`config.mk`:
```
export PLATFORM = sky130hd
export DESIGN_NAME = aer_regs
export DESIGN_NICKNAME = d
export VERILOG_FILES = /design/src/aer_pkg.sv /design/src/aer_apb_slave.sv /design/src/aer_first_log.sv /design/src/aer_regs.sv
export VERILOG_INCLUDE_DIRS = /design/src
export SDC_FILE = /design/constraint.sdc
export NUM_CORES = 1
export LEC_CHECK = 0
export ABC_AREA = 0
export CAP_MARGIN = 10
export CORE_ASPECT_RATIO = 0.6
export CORE_MARGIN = 2
export CORE_UTILIZATION = 68
export DETAILED_ROUTE_END_ITERATION = 8
export DONT_BUFFER_PORTS = 1
export PLACE_DENSITY = 0.87
export SYNTH_ARGS = -nofsm -noshare
export SYNTH_HDL_FRONTEND = slang
export SYNTH_HIERARCHICAL = 1
export SYNTH_SLANG_ARGS = --single-unit
```
`constraint.sdc`:
```
create_clock -name pclk -period 6.1 [get_ports pclk]
set_clock_uncertainty 0.1 [all_clocks]
set_input_delay 0.915 -clock pclk [delete_from_list [all_inputs] [get_ports pclk]]
set_output_delay 0.915 -clock pclk [all_outputs]
set_load 0.01 [all_outputs]
```
`src/aer_cfg.svh`:
```
// offsets, bit positions and reset values of the error register block
// assumes a 12-bit byte address on the register bus, 32-bit data
`ifndef AER_CFG_SVH
`define AER_CFG_SVH

// register byte offsets
`define AER_OFS_UNC_STS 12'h104
`define AER_OFS_UNC_MSK 12'h108
`define AER_OFS_UNC_SEV 12'h10c
`define AER_OFS_COR_STS 12'h110
`define AER_OFS_COR_MSK 12'h114
`define AER_OFS_CTL 12'h118
`define AER_OFS_HDR0 12'h11c
`define AER_OFS_HDR1 12'h120
`define AER_OFS_HDR2 12'h124
`define AER_OFS_HDR3 12'h128
`define AER_OFS_LOCK 12'h140
`define AER_OFS_IRQ_STS 12'h144
`define AER_OFS_IRQ_MSK 12'h148

// correctable status and mask bit positions
`define AER_COR_RCV 0
`define AER_COR_BADPKT 6
`define AER_COR_BADLNK 7
`define AER_COR_ROLL 8
`define AER_COR_RTO 12
`define AER_COR_ADV 13
`define AER_COR_VALID 32'h000031c1
`define AER_COR_MSK_RST 32'h00002000
`define AER_COR_STS_RST 32'h00000000

// uncorrectable positions handled here
`define AER_UNC_CRC 19
`define AER_UNC_UR 20
`define AER_UNC_SEV_RST 2'h0
`define AER_UNC_MSK_RST 2'h0

// control register fields
`define AER_CTL_PTR_LSB 0
`define AER_CTL_PTR_MSB 4
`define AER_CTL_GCAP 5
`define AER_CTL_GEN 6
`define AER_CTL_CCAP 7
`define AER_CTL_CEN 8
`define AER_CTL_CAP_RST 1'b1

// interrupt status and mask bits, lock bit
`define AER_IRQ_COR 0
`define AER_IRQ_NF 1
`define AER_IRQ_FAT 2
`define AER_IRQ_MSK_RST 3'h0
`define AER_LOCK_OPEN 0

`endif

```
`src/aer_pkg.sv`:
```
// types shared by the error register block
// constants live in aer_cfg.svh
package aer_pkg;
   typedef enum logic [0:0] {APB_IDLE, APB_ACK} aer_apb_st_t;
   typedef logic [31:0] aer_word_t;
   typedef logic [1:0] aer_pair_t;
endpackage : aer_pkg

```
`src/aer_apb_slave.sv`:
```
// apb handshake: one wait state per access
// assumes the master holds the request until pready is sampled high
`timescale 1ns/1ps
module aer_apb_slave (
   input wire logic pclk,
   input wire logic presetn,
   input wire logic psel,
   input wire logic penable,
   output logic pready,
   output logic take,
   output logic done
);
   aer_pkg::aer_apb_st_t state;

   // take marks the first access cycle, done the completing one
   assign take = (state == aer_pkg::APB_IDLE) && psel && penable;
   assign done = pready && psel && penable;

   // the wait state lets read data be registered before the answer
   always_ff @(posedge pclk or negedge presetn) begin
      if (!presetn) begin
         state <= aer_pkg::APB_IDLE;
         pready <= 1'b0;
      end else begin
         case (state)
            aer_pkg::APB_IDLE: begin
               if (take) begin
                  state <= aer_pkg::APB_ACK;
                  pready <= 1'b1;
               end
            end
            aer_pkg::APB_ACK: begin
               state <= aer_pkg::APB_IDLE;
               pready <= 1'b0;
            end
            default: begin
               state <= aer_pkg::APB_IDLE;
               pready <= 1'b0;
            end
         endcase
      end
   end
endmodule : aer_apb_slave

```
`src/aer_first_log.sv`:
```
// first error pointer and header capture for the uncorrectable events
// assumes events arrive already filtered by their mask bits
`timescale 1ns/1ps
`include "aer_cfg.svh"
module aer_first_log (
   input wire logic pclk,
   input wire logic presetn,
   input wire logic [1:0] log_evt,
   input wire logic [1:0] unc_sts,
   input wire logic [31:0] hdr_dw0,
   input wire logic [31:0] hdr_dw1,
   input wire logic [31:0] hdr_dw2,
   input wire logic [31:0] hdr_dw3,
   output logic [4:0] first_ptr,
   output logic [31:0] hdr_q0,
   output logic [31:0] hdr_q1,
   output logic [31:0] hdr_q2,
   output logic [31:0] hdr_q3
);
   logic [31:0] hdr_mem [4];
   logic held;
   logic ptr_sts;
   logic capture;
   logic [4:0] next_ptr;

   // a new capture only once the pointed status bit was cleared
   assign ptr_sts = (first_ptr == 5'(`AER_UNC_UR)) ? unc_sts[1] : unc_sts[0];
   assign capture = !held && (|log_evt);
   // lower position wins when both arrive together
   assign next_ptr = log_evt[0] ? 5'(`AER_UNC_CRC) : 5'(`AER_UNC_UR);
   assign hdr_q0 = hdr_mem[0];
   assign hdr_q1 = hdr_mem[1];
   assign hdr_q2 = hdr_mem[2];
   assign hdr_q3 = hdr_mem[3];

   always_ff @(posedge pclk or negedge presetn) begin
      if (!presetn) begin
         held <= 1'b0;
         first_ptr <= 5'h00;
         for (int i = 0; i < 4; i++) begin
            hdr_mem[i] <= 32'h00000000;
         end
      end else if (capture) begin
         held <= 1'b1;
         first_ptr <= next_ptr;
         hdr_mem[0] <= hdr_dw0;
         hdr_mem[1] <= hdr_dw1;
         hdr_mem[2] <= hdr_dw2;
         hdr_mem[3] <= hdr_dw3;
      end else if (held && !ptr_sts) begin
         held <= 1'b0;
      end
   end
endmodule : aer_first_log

```
`src/aer_regs.sv`:
```
// error reporting registers: correctable status and mask, control,
// severity and mask of the crc and unsupported request events
// assumes detector events are one-cycle pulses on pclk, presetn is
// the power-on reset and hot_reset a synchronous level from logic
`timescale 1ns/1ps
`include "aer_cfg.svh"
module aer_regs (
   input wire logic pclk,
   input wire logic presetn,
   input wire logic hot_reset,
   input wire logic psel,
   input wire logic penable,
   input wire logic pwrite,
   input wire logic [11:0] paddr,
   input wire logic [31:0] pwdata,
   output logic [31:0] prdata,
   output logic pready,
   output logic pslverr,
   input wire logic receiver_error,
   input wire logic bad_packet,
   input wire logic bad_link_packet,
   input wire logic replay_count_rollover,
   input wire logic replay_timer_expired,
   input wire logic advisory_nonfatal,
   input wire logic crc_error,
   input wire logic unsupported_request,
   input wire logic [31:0] hdr_dw0,
   input wire logic [31:0] hdr_dw1,
   input wire logic [31:0] hdr_dw2,
   input wire logic [31:0] hdr_dw3,
   output logic report_correctable,
   output logic report_nonfatal,
   output logic report_fatal,
   output logic crc_gen_active,
   output logic crc_check_active,
   output logic irq
);
   // keeps the status, mask and severity layouts in one place
   // pick the two uncorrectable positions out of a word
   function automatic aer_pkg::aer_pair_t get_pair(input aer_pkg::aer_word_t w);
      get_pair = {w[`AER_UNC_UR], w[`AER_UNC_CRC]};
   endfunction : get_pair

   // place the two uncorrectable positions into a word
   function automatic aer_pkg::aer_word_t put_pair(input aer_pkg::aer_pair_t p);
      aer_pkg::aer_word_t w;
      w = 32'h00000000;
      w[`AER_UNC_CRC] = p[0];
      w[`AER_UNC_UR] = p[1];
      put_pair = w;
   endfunction : put_pair

   // internal state and next values
   logic take;
   logic done;
   logic wr;
   logic [31:0] rdata;
   logic [31:0] cor_sts;
   logic [31:0] cor_msk;
   logic [31:0] cor_evt;
   logic [31:0] next_cor_sts;
   logic [1:0] unc_sts;
   logic [1:0] unc_msk;
   logic [1:0] unc_sev;
   logic [1:0] unc_evt;
   logic [1:0] unc_live;
   logic [1:0] next_unc_sts;
   logic crc_gen_cap;
   logic crc_chk_cap;
   logic crc_gen_en;
   logic crc_chk_en;
   logic lock_open;
   logic [2:0] irq_sts;
   logic [2:0] irq_msk;
   logic [2:0] irq_cap;
   logic [2:0] irq_evt;
   logic [2:0] next_irq_sts;
   logic [4:0] first_ptr;
   logic [31:0] hdr_q0;
   logic [31:0] hdr_q1;
   logic [31:0] hdr_q2;
   logic [31:0] hdr_q3;
   logic [31:0] ctl_word;
   logic [31:0] lock_word;
   logic [31:0] irq_sts_word;
   logic [31:0] irq_msk_word;
   logic next_cor_rep;
   logic next_nf_rep;
   logic next_fat_rep;

   aer_apb_slave u_apb (
      .pclk(pclk),
      .presetn(presetn),
      .psel(psel),
      .penable(penable),
      .pready(pready),
      .take(take),
      .done(done)
   );

   // address decode
   // full 12-bit compare, so no register answers at an alias
   wire hit_unc_sts = (paddr == `AER_OFS_UNC_STS);
   wire hit_unc_msk = (paddr == `AER_OFS_UNC_MSK);
   wire hit_unc_sev = (paddr == `AER_OFS_UNC_SEV);
   wire hit_cor_sts = (paddr == `AER_OFS_COR_STS);
   wire hit_cor_msk = (paddr == `AER_OFS_COR_MSK);
   wire hit_ctl = (paddr == `AER_OFS_CTL);
   wire hit_hdr0 = (paddr == `AER_OFS_HDR0);
   wire hit_hdr1 = (paddr == `AER_OFS_HDR1);
   wire hit_hdr2 = (paddr == `AER_OFS_HDR2);
   wire hit_hdr3 = (paddr == `AER_OFS_HDR3);
   wire hit_lock = (paddr == `AER_OFS_LOCK);
   wire hit_irq_sts = (paddr == `AER_OFS_IRQ_STS);
   wire hit_irq_msk = (paddr == `AER_OFS_IRQ_MSK);
   wire map_hit = hit_unc_sts | hit_unc_msk | hit_unc_sev | hit_cor_sts | hit_cor_msk | hit_ctl |
                  hit_hdr0 | hit_hdr1 | hit_hdr2 | hit_hdr3 | hit_lock | hit_irq_sts | hit_irq_msk;

   // writes land on the completing edge only
   assign wr = done && pwrite;
   wire rd_irq_done = done && !pwrite && hit_irq_sts;

   // unused positions stay zero so reserved bits never set
   // receiver error position
   always_comb begin
      cor_evt = 32'h00000000;
      cor_evt[`AER_COR_RCV] = receiver_error;
      cor_evt[`AER_COR_BADPKT] = bad_packet;
      cor_evt[`AER_COR_BADLNK] = bad_link_packet;
      cor_evt[`AER_COR_ROLL] = replay_count_rollover;
      cor_evt[`AER_COR_RTO] = replay_timer_expired;
      cor_evt[`AER_COR_ADV] = advisory_nonfatal;
   end

   // write one clears
   // a detector pulse in the clearing cycle wins, so no event is lost
   wire [31:0] cor_clr = (wr && hit_cor_sts) ? (pwdata & `AER_COR_VALID) : 32'h00000000;
   assign next_cor_sts = (cor_sts & ~cor_clr) | cor_evt;

   // masked events still latch status but are not reported
   assign next_cor_rep = |(cor_evt & ~cor_msk);

   // the mask gates the event before status, pointer and log see it
   // masked events are dropped before logging
   assign unc_evt = {unsupported_request, crc_error};
   assign unc_live = unc_evt & ~unc_msk;
   wire [1:0] unc_clr = (wr && hit_unc_sts) ? get_pair(pwdata) : 2'h0;
   assign next_unc_sts = (unc_sts & ~unc_clr) | unc_live;

   // severity only steers the report, never what gets logged
   // crc severity picks fatal or non-fatal
   // request severity picks fatal or non-fatal
   assign next_fat_rep = |(unc_live & unc_sev);
   assign next_nf_rep = |(unc_live & ~unc_sev);

   // interrupt events follow the reports; read clears only what was read
   // capture at the access edge keeps a mid-read event from being lost
   assign irq_evt = {next_fat_rep, next_nf_rep, next_cor_rep};
   wire [2:0] irq_clr = rd_irq_done ? irq_cap : 3'h0;
   assign next_irq_sts = (irq_sts & ~irq_clr) | irq_evt;

   // capable bits shown as stored, whatever the lock state
   // pointer shown read-only in control
   always_comb begin
      ctl_word = 32'h00000000;
      ctl_word[`AER_CTL_PTR_MSB:`AER_CTL_PTR_LSB] = first_ptr;
      ctl_word[`AER_CTL_GCAP] = crc_gen_cap;
      ctl_word[`AER_CTL_GEN] = crc_gen_en;
      ctl_word[`AER_CTL_CCAP] = crc_chk_cap;
      ctl_word[`AER_CTL_CEN] = crc_chk_en;
   end

   // small own registers packed into the low bits
   // the lock is a plain bit; it guards only the capable bits
   assign lock_word = {31'h00000000, lock_open};
   assign irq_sts_word = {29'h00000000, irq_sts};
   assign irq_msk_word = {29'h00000000, irq_msk};

   // read selection; unmapped addresses read zero
   // one-hot decode lets an or-tree stand in for a case
   assign rdata = ({32{hit_unc_sts}} & put_pair(unc_sts)) |
                  ({32{hit_unc_msk}} & put_pair(unc_msk)) |
                  ({32{hit_unc_sev}} & put_pair(unc_sev)) |
                  ({32{hit_cor_sts}} & cor_sts) |
                  ({32{hit_cor_msk}} & cor_msk) |
                  ({32{hit_ctl}} & ctl_word) |
                  ({32{hit_hdr0}} & hdr_q0) |
                  ({32{hit_hdr1}} & hdr_q1) |
                  ({32{hit_hdr2}} & hdr_q2) |
                  ({32{hit_hdr3}} & hdr_q3) |
                  ({32{hit_lock}} & lock_word) |
                  ({32{hit_irq_sts}} & irq_sts_word) |
                  ({32{hit_irq_msk}} & irq_msk_word);

   // the log sees only live events, and the status for its release
   // first error pointer
   aer_first_log u_log (
      .pclk(pclk),
      .presetn(presetn),
      .log_evt(unc_live),
      .unc_sts(unc_sts),
      .hdr_dw0(hdr_dw0),
      .hdr_dw1(hdr_dw1),
      .hdr_dw2(hdr_dw2),
      .hdr_dw3(hdr_dw3),
      .first_ptr(first_ptr),
      .hdr_q0(hdr_q0),
      .hdr_q1(hdr_q1),
      .hdr_q2(hdr_q2),
      .hdr_q3(hdr_q3)
   );

   // bus answer: data and error registered on the first access edge
   // costs the wait state but keeps the read mux off the output path
   always_ff @(posedge pclk or negedge presetn) begin
      if (!presetn) begin
         prdata <= 32'h00000000;
         pslverr <= 1'b0;
         irq_cap <= 3'h0;
      end else if (take) begin
         prdata <= pwrite ? 32'h00000000 : rdata;
         pslverr <= !map_hit;
         irq_cap <= irq_sts;
      end else if (done) begin
         pslverr <= 1'b0;
      end
   end

   // hot_reset is left out of these flops on purpose
   // sticky group, power-on reset only
   always_ff @(posedge pclk or negedge presetn) begin
      if (!presetn) begin
         cor_sts <= `AER_COR_STS_RST;
         cor_msk <= `AER_COR_MSK_RST;
         unc_sts <= 2'h0;
         unc_msk <= `AER_UNC_MSK_RST;
         unc_sev <= `AER_UNC_SEV_RST;
         crc_gen_en <= 1'b0;
         crc_chk_en <= 1'b0;
      end else begin
         cor_sts <= next_cor_sts;
         unc_sts <= next_unc_sts;
         if (wr && hit_cor_msk) begin
            cor_msk <= pwdata & `AER_COR_VALID;
         end
         if (wr && hit_unc_msk) begin
            unc_msk <= get_pair(pwdata);
         end
         if (wr && hit_unc_sev) begin
            unc_sev <= get_pair(pwdata);
         end
         if (wr && hit_ctl) begin
            crc_gen_en <= pwdata[`AER_CTL_GEN];
            crc_chk_en <= pwdata[`AER_CTL_CEN];
         end
      end
   end

   // non-sticky group: also returned to defaults by hot reset
   // hot reset wins over a write landing in the same cycle
   always_ff @(posedge pclk or negedge presetn) begin
      if (!presetn) begin
         crc_gen_cap <= `AER_CTL_CAP_RST;
         crc_chk_cap <= `AER_CTL_CAP_RST;
         lock_open <= 1'b0;
         irq_sts <= 3'h0;
         irq_msk <= `AER_IRQ_MSK_RST;
      end else if (hot_reset) begin
         crc_gen_cap <= `AER_CTL_CAP_RST;
         crc_chk_cap <= `AER_CTL_CAP_RST;
         lock_open <= 1'b0;
         irq_sts <= 3'h0;
         irq_msk <= `AER_IRQ_MSK_RST;
      end else begin
         irq_sts <= next_irq_sts;
         if (wr && hit_lock) begin
            lock_open <= pwdata[`AER_LOCK_OPEN];
         end
         if (wr && hit_irq_msk) begin
            irq_msk <= pwdata[2:0];
         end
         if (wr && hit_ctl && lock_open) begin
            crc_gen_cap <= pwdata[`AER_CTL_GCAP];
            crc_chk_cap <= pwdata[`AER_CTL_CCAP];
         end
      end
   end

   // report pulses, crc controls and interrupt line, all registered; reports one cycle
   // behind the event, the interrupt line two, as it follows irq status
   always_ff @(posedge pclk or negedge presetn) begin
      if (!presetn) begin
         report_correctable <= 1'b0;
         report_nonfatal <= 1'b0;
         report_fatal <= 1'b0;
         crc_gen_active <= 1'b0;
         crc_check_active <= 1'b0;
         irq <= 1'b0;
      end else begin
         report_correctable <= next_cor_rep;
         report_nonfatal <= next_nf_rep;
         report_fatal <= next_fat_rep;
         crc_gen_active <= crc_gen_en && crc_gen_cap;
         crc_check_active <= crc_chk_en && crc_chk_cap;
         irq <= |(irq_sts & ~irq_msk);
      end
   end
endmodule : aer_regs

```
==> results.ini <==
[worst_hold_path]
hp-class = in -> async

[placed_design]
dp.cells = 866
numPortBuffers = 0
dp_hpwl_um = 15790
placedInstanceArea_um2 = 9560
globalplace.congestion = 0.9550

[grt]
grt.total_usage = 0.3243
grt-ovfl-total = 0
grt_pass1_wl_um = 36890
met1_usage = 0.4370
grt_max_degree = 206
grt_pass1_vias = 6438
busiest_layer = met2
antenna_found_initial = 2
met2_usage = 0.5076
met3_usage = 0.1144

[route]
routed_via_density = 6.836
num_vias = 6146
wire_per_inst_um = 26.81
first_pass_iters = 6
drtIter0Drc = 594
drc_errors = 0
ant_nets = 0
routed_wl_um = 24100

[yosys]
yosys.area.top_type = dfrtp_1
syn_nets = 910
async_flop_share = 1.000
dominantRegCellSynth = dfrtp_1
synth_xor_area_frac = 0
ys_warn_count = 6
yosysMostFrequentCell = dfrtp_1
synthAdderAreaFrac = 0
synth_top_family_by_area = multiplexers
avgSynthCellArea_um2 = 13.25
seq_area_frac_synth = 0.5353
synth.distinct_cells = 63
synth_commonest_cells = dfrtp_1, mux2_2, mux2_4
syn-cell-area_um2 = 9590
synthCells = 724
synthMuxAreaShare = 0.2339
synth_area_leaders = dfrtp_1, mux2_2, mux2_4, a221o_1, a22oi_1
synth_enable_flop_cells = 0
synth_compound_area_frac = 0.1083
synth_simple_gate_area_share = 0.08023
ys_ff_latch = 205
synthDominantCellAreaShare = 0.5271

[sta]
rsz0062_at_grt = no
worst_slew_pin_slew_ns = 1.236
final-setup-viol-count = 0
max_freq_mhz = 274.6
fin_crit_sh = 0.5971
maxSlewHeadroom = 0.1693
period_needed_ns = 3.642
maxSlewViolCount = 0
timing.final.hold_violations = 0
timing.setup.tns_ns = 0

[floorplan]
initial_utilization = 0.6996
dieHeight_um = 95.99
die_w_um = 157.3
placement_rows = 33
core_area_um2 = 13710
dieArea_um2 = 15100
ios = 226

[critical_path]
cp_max_fo = 36
reg2reg_to = prdata[25]
rrSetupSlack_ns = 2.53
crit_path_end_kind = flip-flop
critPathKind = in -> reg
required_ns = 6.41
r2r-start = u_apb/state
reg2reg_depth = 5
cp.arrival_ns = 3.95
start_kind = input pin

[layout]
final_layout_size_suffix_gt1_frac = 0.2950
final_cell_area_um2 = 10190
layout.nets = 881
fin_cells = 899
area_growth_pct = 6.262
fillers = 905

[power_and_ir_drop]
power_density_nw_per_um2 = 431.4
power_leakage_nw = 4.487
power_w = 0.004397
ir_drop_mv = 0.2915

[clocking]
clock_latency_ns = 0.49
cts-root-buf = clkbuf_16
clock-sinks = 205
htreeDepth = 1
cts_hold_buf = 0
path_clk_slew_ns = 0.06
cts_tree = done
cts_resized = 0
cts_buffers = 19
cts_buffer_depth = 3
cts_setup_buffers = 0

[outcome]
status = finished, final reports clean

[flow_run]
max_cap_viol_count = 0

sequential cells by signal (all words and copies together), names as in the netlist, 6 cells and up:
| name | count |
|---|---|
| cor_msk | 6 |
| cor_sts | 6 |
| prdata | 32 |
| u_log/hdr_q0 | 32 |
| u_log/hdr_q1 | 32 |
| u_log/hdr_q2 | 32 |
| u_log/hdr_q3 | 32 |
layout by cell type (no fill, tap or decap), drive strengths merged, types with 16 or more instances in the layout:
cell,n
dfrtp,202
mux2,163
nor3,32
clkbuf,27
inv,23
a22oi,22
a221o,22
nand2,19
o21ai,16
mux2i,16
report_power, final:
part	switching (W)	leakage [nW]	internal, W
clock network	0.000494	0.310	0.000715
logic	0.000386	1.69	0.000712
registers	0.000274	2.48	0.00182
per-layer routing:
metal / vias up / routed length (um)
li1: 2631 / -
met4: 0 / 522
met5: - / 0
met2: 337 / 11000
met1: 3128 / 9712
met3: 50 / 2863
layout make-up:
type	count	area (um2)	area share
Antenna cell	2	5.005	0.0004911
Multi-Input combinational cell	441	4063	0.3987
Clock buffer	27	555.5	0.05451
Sequential cell	205	5134	0.5037
Inverter	23	86.33	0.008471
Tap cell	192	240.2	0.02357
Clock inverter	4	70.07	0.006875
Timing Repair Buffer	5	37.54	0.003683
cells by family (layout without fill, tap and decap cells):
| kind of cell | count (synthesis) | after routing |
|---|---|---|
| buffers and inverters | 78 | 59 |
| flip-flops | 205 | 205 |
| other | 1 | 3 |
| multiplexers | 180 | 180 |
| AO/OA/AOI/OAI | 135 | 135 |
| AND/OR/NAND/NOR | 125 | 125 |
stage by stage:
stage	util	hold slack, ns	worst slack, ns
after floorplan	-	0.3239	3.169
after global placement	0.6974	0.3388	2.231
after detailed placement	0.6974	0.3628	2.100
after CTS	0.7431	0.01026	2.609
after global routing	0.7432	0.002072	2.285
final	0.7434	0.02138	2.458
critical path: stages:
cell     delay [ns]
nand2_1        0.05
nor2_1         0.53
inv_2          0.52
or4_1          0.70
nor3_4         0.91
a221o_1        0.30
how the worst max path moves through the flow:
stage,startpoint,to,depth (start not counted)
floorplan,paddr[9],cor_msk[0],6
global placement,penable,prdata[23],6
detailed placement,penable,prdata[14],6
CTS,penable,prdata[25],6
global route,penable,prdata[25],6
finish,penable,prdata[25],6
Note: power is estimated with default switching activity, not from simulation.
